<file path="config.mk">
export PLATFORM = sky130hd
export DESIGN_NAME = acl_audio_clk
export DESIGN_NICKNAME = d
export VERILOG_FILES = /design/src/acl_pkg.sv /design/src/acl_audio_clk.sv /design/src/acl_edge_sync.sv
export VERILOG_INCLUDE_DIRS = /design/src
export SDC_FILE = /design/constraint.sdc
export NUM_CORES = 1
export LEC_CHECK = 0
export BUFFER_PORTS_ARGS = -buffer_cell sky130_fd_sc_hd__buf_2
export CAP_MARGIN = 20
export CELL_PAD_IN_SITES_DETAIL_PLACEMENT = 0
export CELL_PAD_IN_SITES_GLOBAL_PLACEMENT = 2
export CORE_MARGIN = 10
export CORE_UTILIZATION = 30
export CTS_BUF_LIST = sky130_fd_sc_hd__clkbuf_8
export DETAILED_ROUTE_END_ITERATION = 16
export PLACE_DENSITY = 0.76
export SYNTH_ARGS = -nofsm -noshare
export SYNTH_HDL_FRONTEND = slang
export SYNTH_SLANG_ARGS = --single-unit
</file>
<file path="constraint.sdc">
create_clock -name clk_sys -period 3.2 [get_ports clk_sys]
set_clock_uncertainty 0.05 [all_clocks]
set_input_delay 0.16 -clock clk_sys [delete_from_list [all_inputs] [get_ports clk_sys]]
set_output_delay 0.16 -clock clk_sys [all_outputs]
set_load 0.01 [all_outputs]
</file>
<file path="src/acl_map.svh">
// Constants for the audio interface clock control block
`ifndef ACL_MAP_SVH
`define ACL_MAP_SVH
`define ACL_NUM_IF        3
`define ACL_DIV_W         8
`define ACL_DIV_RST       8'h04
`define ACL_FRAME_RST     8'h40
`define ACL_FW_BASE       20'h80000
`endif

</file>
<file path="src/acl_pkg.sv">
// Types for the audio interface clock control block
package acl_pkg;
    typedef struct packed {
        logic bclk_master;
        logic frame_master;
        logic use_async;
        logic [7:0] bclk_half;
        logic [7:0] frame_bits;
    } acl_cfg_s;

    typedef struct packed {
        logic bclk;
        logic frame;
    } acl_clk_s;

    typedef struct packed {
        logic bclk_rise;
        logic bclk_fall;
        logic frame_rise;
        logic frame_fall;
    } acl_evt_s;
endpackage

</file>
<file path="src/acl_audio_clk.sv">
// Bit and frame clock master/slave control for three audio interfaces
// What this block does
// - Master: drive bit and frame clocks out
// - Bit and frame masters chosen independently
// - Clocks timed to system or async clock
// - Register access works with clocks stopped
// - SPI access allowed at all times
`timescale 1ns/10ps
`include "acl_map.svh"
module acl_audio_clk #(
    parameter int NUM_IF = `ACL_NUM_IF
) (
    // System clock domain
    input  wire logic                     clk_sys,
    input  wire logic                     sys_rst,
    // System and async clock domain strobes, one per system clock cycle
    input  wire logic                     sys_tick,
    input  wire logic                     async_tick,
    // Per-interface configuration
    input  wire acl_pkg::acl_cfg_s        cfg [NUM_IF],
    // Interface clock pins
    input  wire acl_pkg::acl_clk_s        pin_in [NUM_IF],
    output acl_pkg::acl_clk_s             pin_out [NUM_IF],
    output acl_pkg::acl_clk_s             pin_oe [NUM_IF],
    // Resolved clocks and edges seen by the audio logic
    output acl_pkg::acl_clk_s             clk_level [NUM_IF],
    output acl_pkg::acl_evt_s             clk_evt [NUM_IF],
    // Control access status
    input  wire logic [19:0]              spi_addr,
    output logic                          spi_to_fw,
    output logic                          ctrl_ready
);
    import acl_pkg::*;

    // Register access needs no audio clock, so the control path is always open
    assign ctrl_ready = 1'b1;
    // Address region decode for the host's rate budget
    assign spi_to_fw = (spi_addr >= `ACL_FW_BASE);

    genvar g;
    generate
        for (g = 0; g < NUM_IF; g++) begin : gen_if
            logic [7:0] div_reg;
            logic [7:0] div_next;
            logic [8:0] bit_cnt_reg;
            logic [8:0] bit_cnt_next;
            logic       bclk_reg;
            logic       frame_reg;
            logic       tick;
            logic       gen_rise;
            logic       gen_fall;
            logic       in_bclk;
            logic       in_brise;
            logic       in_bfall;
            logic       in_frame;
            logic       in_frise;
            logic       in_ffall;
            logic       mst_frame_next;
            logic       bclk_d_reg;
            logic       frame_d_reg;
            logic       cur_bclk;
            logic       cur_frame;

            // Pick the clock domain strobe that serves this interface
            assign tick = cfg[g].use_async ? async_tick : sys_tick;

            acl_edge_sync u_bclk_sync (
                .clk   (clk_sys),
                .rst   (sys_rst),
                .pin   (pin_in[g].bclk),
                .level (in_bclk),
                .rise  (in_brise),
                .fall  (in_bfall)
            );

            acl_edge_sync u_frame_sync (
                .clk   (clk_sys),
                .rst   (sys_rst),
                .pin   (pin_in[g].frame),
                .level (in_frame),
                .rise  (in_frise),
                .fall  (in_ffall)
            );

            // Bit clock divider
            assign div_next = (div_reg == 8'h00) ? cfg[g].bclk_half : 8'(div_reg - 8'h01);
            assign gen_rise = tick && (div_reg == 8'h00) && !bclk_reg;
            assign gen_fall = tick && (div_reg == 8'h00) && bclk_reg;

            // Frame counter runs on the bit clock actually in use, own or external
            assign cur_bclk  = cfg[g].bclk_master ? bclk_reg : in_bclk;
            assign cur_frame = cfg[g].frame_master ? frame_reg : in_frame;
            assign bit_cnt_next = (bit_cnt_reg >= {cfg[g].frame_bits, 1'b0} - 9'h001) ?
                                  9'h000 : 9'(bit_cnt_reg + 9'h001);
            assign mst_frame_next = (bit_cnt_next < {1'b0, cfg[g].frame_bits});

            logic cur_bfall;
            assign cur_bfall = cfg[g].bclk_master ? gen_fall : in_bfall;

            always_ff @(posedge clk_sys) begin
                if (sys_rst) begin
                    div_reg     <= `ACL_DIV_RST;
                    bclk_reg    <= 1'b0;
                    frame_reg   <= 1'b0;
                    bit_cnt_reg <= 9'h000;
                    bclk_d_reg  <= 1'b0;
                    frame_d_reg <= 1'b0;
                end else begin
                    if (tick)
                        div_reg <= div_next;
                    if (gen_rise || gen_fall)
                        bclk_reg <= ~bclk_reg;
                    if (cur_bfall) begin
                        bit_cnt_reg <= bit_cnt_next;
                        frame_reg   <= mst_frame_next;
                    end
                    bclk_d_reg  <= cur_bclk;
                    frame_d_reg <= cur_frame;
                end
            end

            // Pin drive: enable only where the device is master
            assign pin_out[g].bclk  = bclk_reg;
            assign pin_out[g].frame = frame_reg;
            assign pin_oe[g].bclk   = cfg[g].bclk_master;
            assign pin_oe[g].frame  = cfg[g].frame_master;

            assign clk_level[g].bclk  = bclk_d_reg;
            assign clk_level[g].frame = frame_d_reg;
            assign clk_evt[g].bclk_rise  = cur_bclk & ~bclk_d_reg;
            assign clk_evt[g].bclk_fall  = ~cur_bclk & bclk_d_reg;
            assign clk_evt[g].frame_rise = cur_frame & ~frame_d_reg;
            assign clk_evt[g].frame_fall = ~cur_frame & frame_d_reg;
        end
    endgenerate
endmodule

</file>
<file path="src/acl_edge_sync.sv">
// Two-flop synchroniser with edge detection for one pin
`timescale 1ns/10ps
module acl_edge_sync (
    // Clock and reset
    input  wire logic clk,
    input  wire logic rst,
    // Pin in, level and edges out
    input  wire logic pin,
    output logic      level,
    output logic      rise,
    output logic      fall
);
    logic s1_reg;
    logic s2_reg;
    logic s3_reg;

    always_ff @(posedge clk) begin
        if (rst) begin
            s1_reg <= 1'b0;
            s2_reg <= 1'b0;
            s3_reg <= 1'b0;
        end else begin
            s1_reg <= pin;
            s2_reg <= s1_reg;
            s3_reg <= s2_reg;
        end
    end

    assign level = s2_reg;
    assign rise  = s2_reg & ~s3_reg;
    assign fall  = ~s2_reg & s3_reg;
endmodule

</file>
### After elaboration in Yosys (flattened, before gate mapping)

Index checks and enable logic that the tools add are counted.
Widths: inputs -> output; s select.

| word-level totals | value |
|---|---|
| register bits | 78 |
| input bits | 87 |
| output and inout bits | 32 |
| word-level logic and storage cells | 118 |

| cells by class | value |
|---|---|
| add/subtract/negate cells | 9 |
| magnitude comparators | 7 |
| multiplexer cells | 18 |
| bitwise logic cells | 33 |
| reductions and logical operators | 18 |

Operators with widths:

| operator | number |
|---|---|
| $add 9x1->9 const B | 3 |
| $ge 9x9->1 | 3 |
| $lt 9x8->1 | 3 |
| $mux 9 | 3 |
| $sub 9x1->9 const B | 3 |
| $logic_not 8->1 | 3 |
| $mux 8 | 3 |
| $sub 8x1->8 const B | 3 |
| $ge 20x20->1 const B | 1 |
| $not 1->1 | 18 |
| $and 1x1->1 | 15 |
| $mux 1 | 12 |
| $logic_and 1x1->1 | 9 |
| $logic_not 1->1 | 3 |
| $logic_or 1x1->1 | 3 |

### Depth between registers and ports, before layout

Gate-level depths: netlist of run 1.

| logic depth | value |
|---|---|
| depth in word-level cells | 4 |
| mapped depth | 17 |
| gate-level depth less buffers | 16 |

### Cells and area by module

Synthesis of run 1 repeated with hierarchy kept, for this count alone.

| second synthesis, totals | value |
|---|---|
| cell total of the unflattened synthesis | 701 |
| area, all modules | 5,671.7 um^2 |

By module, submodules not included:

| module | times used | cells each | area each (um^2) | sequential area each (um^2) |
|---|---|---|---|---|
| acl_audio_clk | 1 | 653 | 5,123.7 | 1,261.2 |
| acl_edge_sync | 6 | 8 | 91.3 | 60.1 |

### Worst setup path before layout of run 1

OpenSTA, ideal clock, no wires.

| path | value |
|---|---|
| path kind | input -> register |
| start | input cfg[21] in the netlist's numbering |
| end | register gen_if[1].frame_reg |
| library setup time | 79 ps |
| data arrival time | 3,040 ps |
| data required time | 3,071 ps |
| slack | 31 ps |
| stages | 14 |
| path buffers | 0 |
| cells stage by stage | nor3_1 -> nand2_1 -> nor4_1 -> xnor2_1 -> ha_1 -> and3_1 -> a221oi_1 -> o21ai_1 -> nor2_1 -> ha_1 -> a21o_1 -> a211o_1 -> a211o_1 -> a22oi_1 |

| between the ends | value |
|---|---|
| word-level cells in the longest chain between the ends | 4 |

RTL lines:

| element | RTL line | RTL |
|---|---|---|
| from (decl) | acl_audio_clk.sv:20 | `input wire acl_pkg::acl_cfg_s cfg [NUM_IF],` |
| $sub 9x1->9 | acl_audio_clk.sv:93 | `assign bit_cnt_next = (bit_cnt_reg >= {cfg[g].frame_bits, 1'b0} - 9'h001) ?` |
| $ge 9x9->1 | acl_audio_clk.sv:93 |  |
| $mux 9 | acl_audio_clk.sv:93 |  |
| named net gen_if[1].bit_cnt_next[6] | acl_audio_clk.sv:46 | `logic [8:0] bit_cnt_next;` |
| $lt 9x8->1 | acl_audio_clk.sv:95 | `assign mst_frame_next = (bit_cnt_next < {1'b0, cfg[g].frame_bits});` |
| to (signal assigned) | acl_audio_clk.sv:115 | `frame_reg <= mst_frame_next;` |
| to (decl) | acl_audio_clk.sv:48 | `logic frame_reg;` |

The timed path passes the listed nets, and every way through them passes these cells.
A chain may end at the register's enable or synchronous reset.

### Worst setup path in the final report of run 1

Same ends and word-level chain as after synthesis.

==> impl_results.md, run 1 <==
- Post-synthesis instance area: 5650 um^2
- TritonCTS Buffers: 9
- Synth top area cells: dfxtp_1, ha_1, xnor2_1
- IR drop worst, VDD: 216 uV
- Number of I/O pins: 119
- EDFF count, synth: 0
- Final #Nets: 936
- Port Buffers: 96
- Fmax: 341 MHz
- Die Area: ~25000 um^2
- Fin Hold WS: 0.0366 ns
- Fill count: 1958
- Placed Area: 6410 um^2
- Post-synthesis sequential area ratio: 0.277
- Most frequent cells in the layout: buf_2, dfxtp_1, nor2_1
- CTS tree: yes
- Core Box Area: 18600 um^2
- Max FFs per register: 27
- Tcrit/Tclk final: 0.915
- Post-synthesis area per instance: 8.18 um^2
- H-tree depth: 3
- First-pass GRT wire length: 25500 um
- Status: completed
- Largest net degree at the start of global routing: 55
- Post-synth ARST share: 0
- # diodes: 0
- Clock Tree Root: clkbuf_8
- Area of the multi-input gates: roughly 3700 um^2
- Via count: about 5200
- # setup viols final: 0
- Skew-Pair Late Insertion Delay: 0.37 ns
- Min Clock Period, post-route: 2.93 ns
- Gr usage total: 0.125
- Post-Syn Nets: approximately 830
- Synth cell types: 67
- Vias per Instance: 5.09
- Total area of sequential cells: 1560 um^2
- P&R area growth vs syn: 19.1%
- YS warnings: 0
- CP Data Required Time: 3.44 ns
- DRT Pass-1 Iters: 4
- Routed WL: 15400 um
- R2R Path End: gen_if[0].frame_reg
- Flops & latches, synth: 78
- Initial antenna violation count: 1
- Crit path to: gen_if[1].frame_reg
- Pleak: 2.96 nW
- Sink Count: just under 80
- Hold Fails Final Rpt: 0
- Rel. slew slack: 0.352
- Reg2Reg Depth: 12
- Number of DRC markers in iteration 0: 227
- Syn Inst Count: 690
- Gr ovfl total: 0
- Synth area leader: dfxtp_1
- Worst Setup Start Kind: input port
- CTS Buffer Depth: 2
- Worst reg-to-reg setup slack: 0.30 ns
- Worst-path clk slew: 0.09 ns
- Arr. time, crit path: 3.17 ns
- MaxCap Viol Count: 0
- WS Path Type: input port to flip-flop
- Pwr/cell area: 365 nW/um^2
- Die Height: 157 um
- Number of setup buffers added after CTS: 0
- DRC: 0
- Initial core utilization: 0.304
- Design Area, Final: around 6700 um^2
- CP max FO: 5
- ANT nets after route: 0
- Worst slew pin tran: 0.972 ns
- Synth top area share: 0.277
- HPWL after DPL: roughly 12000 um
- Max Slew Vio Count: 0
- Commonest non-fill, non-tap cell in the layout: buf_2
- CP startpoint: cfg[21]
- Hold/Removal Path Class: input port to flip-flop
- Setup crit end kind: flip-flop
- Vias in the first global route: 5248
- Critical R2R Launch: gen_if[0].bit_cnt_reg[1]
- # rows: 50
- Die X: 157 um
- Share of layout cells above drive strength 1: 0.208
- Primary FF master, synth: dfxtp_1
- Wire length per cell: about 15 um
- GPL Wtd Cong: 0.835
==> through the flow <==
| step | setup WS, ns | TNS [ns] | utilization | total power, W | instances |
|---|---|---|---|---|---|
| after floorplan | 0.0307 | 0 | - | 0.00146 | 690 |
| after global placement | -0.126 | -0.222 | 0.345 | 0.00162 | 1009 |
| after detailed placement | -0.187 | -0.292 | 0.345 | 0.00163 | 1009 |
| after CTS | 0.197 | 0 | 0.360 | 0.00250 | 1031 |
| after global routing | -0.0253 | -0.0253 | 0.362 | 0.00262 | 1031 |
| final | 0.271 | 0 | 0.362 | 0.00246 | 1031 |
==> final cells by class <==
type / count / area share
Clock inverter: 6 / 0.0127
Sequential cell: 78 / 0.232
Timing Repair Buffer: 134 / 0.116
Tap cell: 234 / 0.0435
Multi-Input combinational cell: 531 / 0.554
Clock buffer: 10 / 0.0205
Inverter: 38 / 0.0212
==> worst max-delay path, stage by stage <==
cell      delay [ns]
buf_2           0.10
nor3_1          0.23
nand2_1         0.13
nor4_2          0.20
xnor2_1         0.11
ha_1            0.31
and3_1          0.19
buf_4           0.11
o211ai_1        0.09
o21ai_1         0.27
buf_4           0.19
nor2_1          0.05
ha_1            0.18
a21o_1          0.16
a211o_1         0.29
a211o_1         0.27
a22oi_1         0.15
==> synth_stat cells (all sizes together) (5+ instances only) <==
master / number
a211oi: 17
a21o: 10
a21oi: 48
a31oi: 6
and2: 10
and3: 7
buf: 25
clkbuf: 18
dfxtp: 78
ha: 57
inv: 38
mux2: 5
mux2i: 9
nand2: 57
nand2b: 7
nand3: 25
nand3b: 9
nand4: 9
nor2: 62
nor2b: 18
nor3: 15
nor4: 7
o211ai: 9
o21ai: 20
o31ai: 6
o32ai: 5
or3: 16
xnor2: 31
xor2: 9
==> worst min-delay path by stage <==
| stage | startpoint | endpoint | slack [ns] | depth (start not counted) |
|---|---|---|---|---|
| floorplan | pin_in[5] | gen_if[0].u_bclk_sync.s1_reg | 0.24 | 1 |
| global placement | spi_addr[19] | spi_to_fw | 0.27 | 0 |
| detailed placement | spi_addr[19] | spi_to_fw | 0.27 | 0 |
| CTS | cfg[34] | gen_if[1].div_reg[7] | 0.01 | 3 |
| global route | cfg[34] | gen_if[1].div_reg[7] | 0.02 | 3 |
| finish | cfg[34] | gen_if[1].div_reg[7] | 0.04 | 3 |
==> cell families (layout without fill, tap and decap cells) <==
group                    count (synthesis)  after routing  synth area share
flip-flops                              78             78             0.277
other                                    1              1          0.000664
adder cells (fa/ha/maj)                 57             57             0.126
multiplexers                            14             14            0.0266
XOR/XNOR                                40             40            0.0621
AND/OR/NAND/NOR                        262            262             0.250
buffers and inverters                   81            188            0.0687
AO/OA/AOI/OAI                          157            157             0.189
==> metal layers <==
metal / track usage / routed length, um / share of wire / up-vias
met4: 0.0352 / 206 / 0.013 / 2
met5: 0 / 10 / 0.00065 / -
met2: 0.201 / 7050 / 0.46 / 100
met3: 0.0379 / 768 / 0.050 / 18
met1: 0.157 / 7360 / 0.48 / 2444
li1: - / - / - / 2685
==> power breakdown <==
part           switching [W]  total, W  internal [W]
registers          0.0000612   0.00109       0.00103
clock network       0.000383  0.000842      0.000459
logic               0.000285  0.000527      0.000242
==> repair_timing <==
action,in CTS,in global routing
setup endpoints to repair,0,2
gates resized for setup,0,5
hold buffers,6,0
endpoints found under the hold margin,6,0
Note: power is estimated with default switching activity, not from simulation.
==> run 2, diff against run 1 <==
--- a/config.mk
+++ b/config.mk
@@ -11,10 +11,9 @@
 export CELL_PAD_IN_SITES_DETAIL_PLACEMENT = 0
 export CELL_PAD_IN_SITES_GLOBAL_PLACEMENT = 2
 export CORE_MARGIN = 10
-export CORE_UTILIZATION = 30
-export CTS_BUF_LIST = sky130_fd_sc_hd__clkbuf_8
+export CORE_UTILIZATION = 29
 export DETAILED_ROUTE_END_ITERATION = 16
-export PLACE_DENSITY = 0.76
+export PLACE_DENSITY = 0.74
 export SYNTH_ARGS = -nofsm -noshare
 export SYNTH_HDL_FRONTEND = slang
 export SYNTH_SLANG_ARGS = --single-unit
==> constraint.sdc (replaced) <==
create_clock -name clk_sys -period 3.2 [get_ports clk_sys]
set_clock_uncertainty 0.05 [all_clocks]
set_input_delay 0.32 -clock clk_sys [delete_from_list [all_inputs] [get_ports clk_sys]]
set_output_delay 0.32 -clock clk_sys [all_outputs]
set_load 0.01 [all_outputs]
==> impl_results.md, run 2 (same netlist as run 1, synthesis figures left out) <==
- Min Clock Period, post-route: 3.08 ns (was 2.93 ns)
- Setup crit end kind: flip-flop (unchanged)
- TritonCTS Buffers: 9 (unchanged)
- CP startpoint: cfg[21] (unchanged)
- HPWL after DPL: 11900 um (was 12000 um)
- Hold Fails Final Rpt: 0 (unchanged)
- Via count: 5234 (was 5249)
- Fmax: 325 MHz (was 341 MHz)
- Area of the multi-input gates: 3740 um^2 (was 3720 um^2)
- Die X: 160 um (was 157 um)
- Worst path depth: 15 (was 17)
- Top Usage Layer GRT: met2 (unchanged)
- Most frequent cells in the layout: buf_2, dfxtp_1, nor2_1 (unchanged)
- Wire length per cell: 14.3 um (was 14.9 um)
- CTS Buffer Depth: 2 (unchanged)
- Largest net degree at the start of global routing: 96 (was 55)
- R2R Path End: gen_if[2].frame_reg (was gen_if[0].frame_reg)
- Hold/Removal Path Class: input port to flip-flop (unchanged)
- Cts hold-fix bufs: 0 (was 6)
- H-tree depth: 3 (unchanged)
- Final #Nets: 942 (was 936)
- IR drop worst, VDD: 257 uV (was 216 uV)
- Max FFs per register: 27 (unchanged)
- M1 GR Usage: 0.156 (was 0.157)
- CP top delay family: compound AO/OA/AOI/OAI gates (unchanged)
- RSZ-0062 raised after global routing: yes
- Worst path cell trace: buf_2 -> nor3_4 -> nand2_2 -> nor4_4 -> xnor2_1 -> ha_1 -> and3_1 -> a221oi_2 -> o21ai_2 -> nor2_1 -> ha_1 -> a21o_1 -> a211o_1 -> a211o_1 -> a22oi_1 (was buf_2 -> nor3_1 -> nand2_1 -> nor4_2 -> xnor2_1 -> ha_1 -> and3_1 -> buf_4 -> o211ai_1 -> o21ai_1 -> buf_4 -> nor2_1 -> ha_1 -> a21o_1 -> a211o_1 -> a211o_1 -> a22oi_1)
- Initial core utilization: 0.298 (was 0.304)
- DRC: 0 (unchanged)
- TNS Setup: 0 ns (unchanged)
- Worst-path clk slew: 0.06 ns (was 0.09 ns)
- CP max FO: 5 (unchanged)
- Number of DRC markers in iteration 0: 174 (was 227)
- Worst slew pin tran: 0.689 ns (was 0.972 ns)
- Routed WL: 15200 um (was 15400 um)
- DRT Pass-1 Iters: 4 (unchanged)
- Port Buffers: 96 (unchanged)
- CP Data Required Time: 3.41 ns (was 3.44 ns)
- # rows: 50 (unchanged)
- Vias per Instance: 4.92 (was 5.09)
- Fill count: 1973 (was 1958)
- Number of I/O pins: 119 (unchanged)
- Vias in the first global route: 5396 (was 5248)
- Critical R2R Launch: gen_if[2].bit_cnt_reg[1] (was gen_if[0].bit_cnt_reg[1])
- Clock Tree Root: clkbuf_16 (was clkbuf_8)
- Pleak: 3.02 nW (was 2.96 nW)
- Crit path buf inv count: 1 (was 3)
- WS Path Type: input port to flip-flop (unchanged)
- Die Height: 160 um (was 157 um)
- Total area of sequential cells: 1560 um^2 (unchanged)
- Reg2Reg Depth: 10 (was 12)
- Post-place setup slack: -0.271 ns (was -0.187 ns)
- Worst Setup Start Kind: input port (unchanged)
- Crit-path slowest cell: ha_1 (unchanged)
- First-pass GRT wire length: 25800 um (was 25500 um)
- Arr. time, crit path: 3.29 ns (was 3.17 ns)
- Share of layout cells above drive strength 1: 0.227 (was 0.208)
- Gr ovfl total: 0 (unchanged)
- Commonest non-fill, non-tap cell in the layout: buf_2 (unchanged)
- # setup viols final: 0 (unchanged)
- GPL Wtd Cong: 0.833 (was 0.835)
- Core Box Area: 19000 um^2 (was 18600 um^2)
- P&R area growth vs syn: 21.9% (was 19.1%)
- Die Area: 25400 um^2 (was 24700 um^2)
- Initial antenna violation count: 1 (unchanged)
- CTS tree: yes (unchanged)
- Met2 GRT Util: 0.189 (was 0.201)
- Tcrit/Tclk final: 0.962 (was 0.915)
- Rel. slew slack: 0.541 (was 0.352)
- Sink Count: 78 (unchanged)
- Crit path to: gen_if[1].frame_reg (unchanged)
- Max Slew Vio Count: 0 (unchanged)
- Met3 Resource Use GR: 0.0302 (was 0.0379)
- Worst reg-to-reg setup slack: 0.39 ns (was 0.30 ns)
- Skew-Pair Late Insertion Delay: 0.34 ns (was 0.37 ns)
- Setup WS post-layout: 0.122 ns (was 0.271 ns)
- Gr usage total: 0.118 (was 0.125)
- Pwr/cell area: 378 nW/um^2 (was 365 nW/um^2)
- Crit-path max cell delay: 0.31 ns (about the same)
- Status: completed (unchanged)
- ANT nets after route: 0 (unchanged)
- MaxCap Viol Count: 0 (unchanged)
## run 2: changes by cell type in the layout (fill, tap and decap cells not counted), sizes merged
cell,previous run,this run
inv,40,39
clkinvlp,1,2
dlygate4sd3,6,0
clkinv,1,3
bufinv,2,0
buf,128,140
diode,0,1
## run 2: layout make-up
cell class	count	area share
flip-flops and latches	78	0.227
multi-input cells	531	0.544
inverters	38	0.0207
diodes	1	0.000364
repair buffers	140	0.120
well taps	260	0.0473
clock inverters	6	0.00672
clock buffers	10	0.0347
## run 2: layer usage
metal	wire length [um]	vias to the layer above
li1	-	2695
met1	7500	2432
met2	6840	91
met3	645	14
met4	179	2
met5	8	-
## run 2: timing repair
action                                  4_1_cts  5_1_grt
endpoints found under the setup margin        0        3
setup buffers                                 0        1
resized for setup                             0        6
## run 2: report_power, final
| part | internal (W) | total, W | switching [W] |
|---|---|---|---|
| sequential | 0.00103 | 0.00109 | 0.0000610 |
| combinational | 0.000246 | 0.000536 | 0.000290 |
| clock | 0.000550 | 0.000976 | 0.000426 |
## run 2: worst min-delay path by stage
stage / start / to / slack (ns) / depth (start not counted)
finish: pin_in[3] / gen_if[1].u_bclk_sync.s1_reg / 0.14 / 2
global route: pin_in[5] / gen_if[0].u_bclk_sync.s1_reg / 0.15 / 2
CTS: pin_in[3] / gen_if[1].u_bclk_sync.s1_reg / 0.13 / 2
detailed placement: gen_if[1].u_bclk_sync.s1_reg / gen_if[1].u_bclk_sync.level / 0.38 / 1
global placement: gen_if[2].u_bclk_sync.s1_reg / gen_if[2].u_bclk_sync.level / 0.37 / 1
floorplan: gen_if[0].u_bclk_sync.s1_reg / gen_if[0].u_bclk_sync.level / 0.36 / 1
## run 2: worst register-to-register path, stage by stage (launching register included)
cell	delay (ns)
dfxtp_1	0.43
ha_1	0.27
a211oi_1	0.23
o21ai_1	0.14
a211o_1	0.37
nor2_1	0.14
ha_1	0.25
a21o_1	0.19
a211oi_1	0.25
o211ai_1	0.15
o31ai_1	0.26
## run 2: per-stage QoR
step                      power, W  instances  utilization  instance area (um^2)  hold slack, ns
after detailed placement   0.00165       1046        0.346                  6560           0.378
after global placement     0.00163       1046        0.346                  6560           0.365
after global routing       0.00276       1063        0.363                  6880           0.152
after CTS                  0.00265       1062        0.361                  6840           0.125
after floorplan            0.00146        690            -                  5660           0.364
final                      0.00260       1064        0.363                  6880           0.141
==> run 3, diff against run 2 <==
==> constraint.sdc (replaced) <==
create_clock -name clk_sys -period 2.75 [get_ports clk_sys]
set_clock_uncertainty 0.05 [all_clocks]
set_input_delay 0.275 -clock clk_sys [delete_from_list [all_inputs] [get_ports clk_sys]]
set_output_delay 0.275 -clock clk_sys [all_outputs]
set_load 0.01 [all_outputs]
==> impl_results.md, run 3 (same netlist as run 1, synthesis figures left out) <==
- RSZ-0062 raised after global routing: yes (unchanged)
- Share of layout cells above drive strength 1: 0.324 (was 0.227)
- Core Box Area: 19000 um^2 (unchanged)
- Status: finished, violations left (was completed)
- Max Slew Vio Count: 0 (unchanged)
- Number of DRC markers in iteration 0: 256 (was 174)
- Area of the multi-input gates: 4030 um^2 (was 3740 um^2)
- Cts hold-fix bufs: 0 (unchanged)
- Max FFs per register: 27 (unchanged)
- Design Area, Final: 7590 um^2 (was 6880 um^2)
- Via count: 5471 (was 5234)
- CTS tree: yes (unchanged)
- Pwr/cell area: 445 nW/um^2 (was 378 nW/um^2)
- Arr. time, crit path: 3.08 ns (was 3.29 ns)
- Hold Fails Final Rpt: 0 (unchanged)
- P&R area growth vs syn: 34.5% (was 21.9%)
- Pleak: 3.28 nW (was 3.02 nW)
- # setup viols final: 1 (was 0)
- DRC: 0 (unchanged)
- Die Height: 160 um (unchanged)
- Port Buffers: 96 (unchanged)
- WS Path Type: input port to flip-flop (unchanged)
- First-pass GRT wire length: 26900 um (was 25800 um)
- Die X: 160 um (unchanged)
- Routed WL: 16100 um (was 15200 um)
- CTS Buffer Depth: 2 (unchanged)
- Sink Count: 78 (unchanged)
- Rel. slew slack: 0.539 (was 0.541)
- Worst-path clk slew: 0.06 ns (about the same)
- Worst Setup Start Kind: input port (unchanged)
- Die Area: 25400 um^2 (unchanged)
- Initial core utilization: 0.298 (unchanged)
- CP Data Required Time: 2.96 ns (was 3.41 ns)
- Most frequent cells in the layout: buf_2, buf_4, dfxtp_1 (was buf_2, dfxtp_1, nor2_1)
- GPL Wtd Cong: 0.807 (was 0.833)
- Hold/Removal Path Class: input port to flip-flop (unchanged)
- Largest net degree at the start of global routing: 36 (was 96)
- Post-route insts no fill: 1102 (was 1064)
- CP max FO: 4 (was 5)
- Clock Tree Root: clkbuf_16 (unchanged)
- Skew-Pair Late Insertion Delay: 0.34 ns (about the same)
- Total power: 0.00337 W (was 0.00260 W)
- # rows: 50 (unchanged)
- Worst slew pin tran: 0.692 ns (was 0.689 ns)
- Gr ovfl total: 0 (unchanged)
- Fill count: 1944 (was 1973)
- Final #Nets: 979 (was 942)
- TritonCTS Buffers: 9 (unchanged)
- HPWL after DPL: 12500 um (was 11900 um)
- TNS Setup: -0.120 ns (was 0 ns)
- IR drop worst, VDD: 285 uV (was 257 uV)
- Vias in the first global route: 5516 (was 5396)
- Gr usage total: 0.124 (was 0.118)
- Wire length per cell: 14.6 um (was 14.3 um)
- Total area of sequential cells: 1560 um^2 (unchanged)
- Setup crit end kind: flip-flop (unchanged)
- Min Clock Period, post-route: approximately 2.9 ns
- ANT nets after route: 0 (unchanged)
- Initial antenna violation count: 2 (was 1)
- Post-placement cell count: 1073 (was 1046)
- Number of I/O pins: 119 (unchanged)
- DRT Pass-1 Iters: 4 (unchanged)
- Fmax: 348 MHz
- H-tree depth: 3 (unchanged)
- Setup WS post-layout: -0.120 ns (was 0.122 ns)
- Failing checks: negative setup slack
- MaxCap Viol Count: 0 (unchanged)
- Placed Area: 6870 um^2 (was 6560 um^2)
- Vias per Instance: 4.96 (was 4.92)
- Tcrit/Tclk final: 1.04
- Commonest non-fill, non-tap cell in the layout: buf_2 (unchanged)
run 3: what timing repair did:
item | CTS | global route
endpoints found under the hold margin | 0 | 0
resized for setup | 15 | 45
endpoints found under the setup margin | 3 | 3
buffers inserted | 9 | 2
pin swaps | 22 | 54
run 3: final timing paths:
check                               start                            to  slack [ns]  depth (start not counted)
max                               cfg[21]           gen_if[1].frame_reg       -0.12                         17
min                             pin_in[1]  gen_if[2].u_bclk_sync.s1_reg        0.09                          2
max reg2reg      gen_if[1].bit_cnt_reg[7]           gen_if[1].frame_reg        0.17                         11
min reg2reg  gen_if[2].u_bclk_sync.s1_reg   gen_if[2].u_bclk_sync.level        0.39                          1
run 3: layout make-up:
type | instances | area share
clock inverters | 7 | 0.0160
multi-input cells | 531 | 0.531
diodes | 2 | 0.000659
inverters | 38 | 0.0231
clock buffers | 9 | 0.0297
well taps | 260 | 0.0429
flip-flops and latches | 78 | 0.206
repair buffers | 177 | 0.151
run 3: stage by stage:
stage	utilization	hold slack, ns	setup WS [ns]
finish	0.400	0.0915	-0.120
global route	0.400	0.0800	-0.283
CTS	0.388	0.0707	-0.144
detailed placement	0.362	0.374	-0.579
global placement	0.362	0.369	-0.462
floorplan	-	0.353	-0.298
run 3: where the power goes:
part | switching [W] | total (W) | internal [W]
clock network | 0.000513 | 0.00140 | 0.000890
registers | 0.0000674 | 0.00126 | 0.00119
logic | 0.000370 | 0.000710 | 0.000340
total | 0.000950 | 0.00337 | 0.00242
run 3: critical path, cell delays in order:
cell	delay [ns]
buf_6	0.10
nor3_4	0.20
nand2_2	0.11
buf_4	0.15
nor2_4	0.07
xnor2_1	0.13
ha_1	0.26
and3_4	0.18
a221oi_4	0.29
o21ai_2	0.12
nor2_1	0.11
ha_1	0.25
a21o_1	0.19
a21o_1	0.17
a211oi_2	0.22
o31ai_2	0.11
a22oi_1	0.14
run 3: per-layer routing:
layer / GRT usage / up-vias / wire [um]
li1: - / 2769 / -
met1: 0.159 / 2566 / 7580
met2: 0.205 / 126 / 7640
met3: 0.0330 / 10 / 717
met4: 0.0227 / 0 / 144
met5: 0 / - / 0
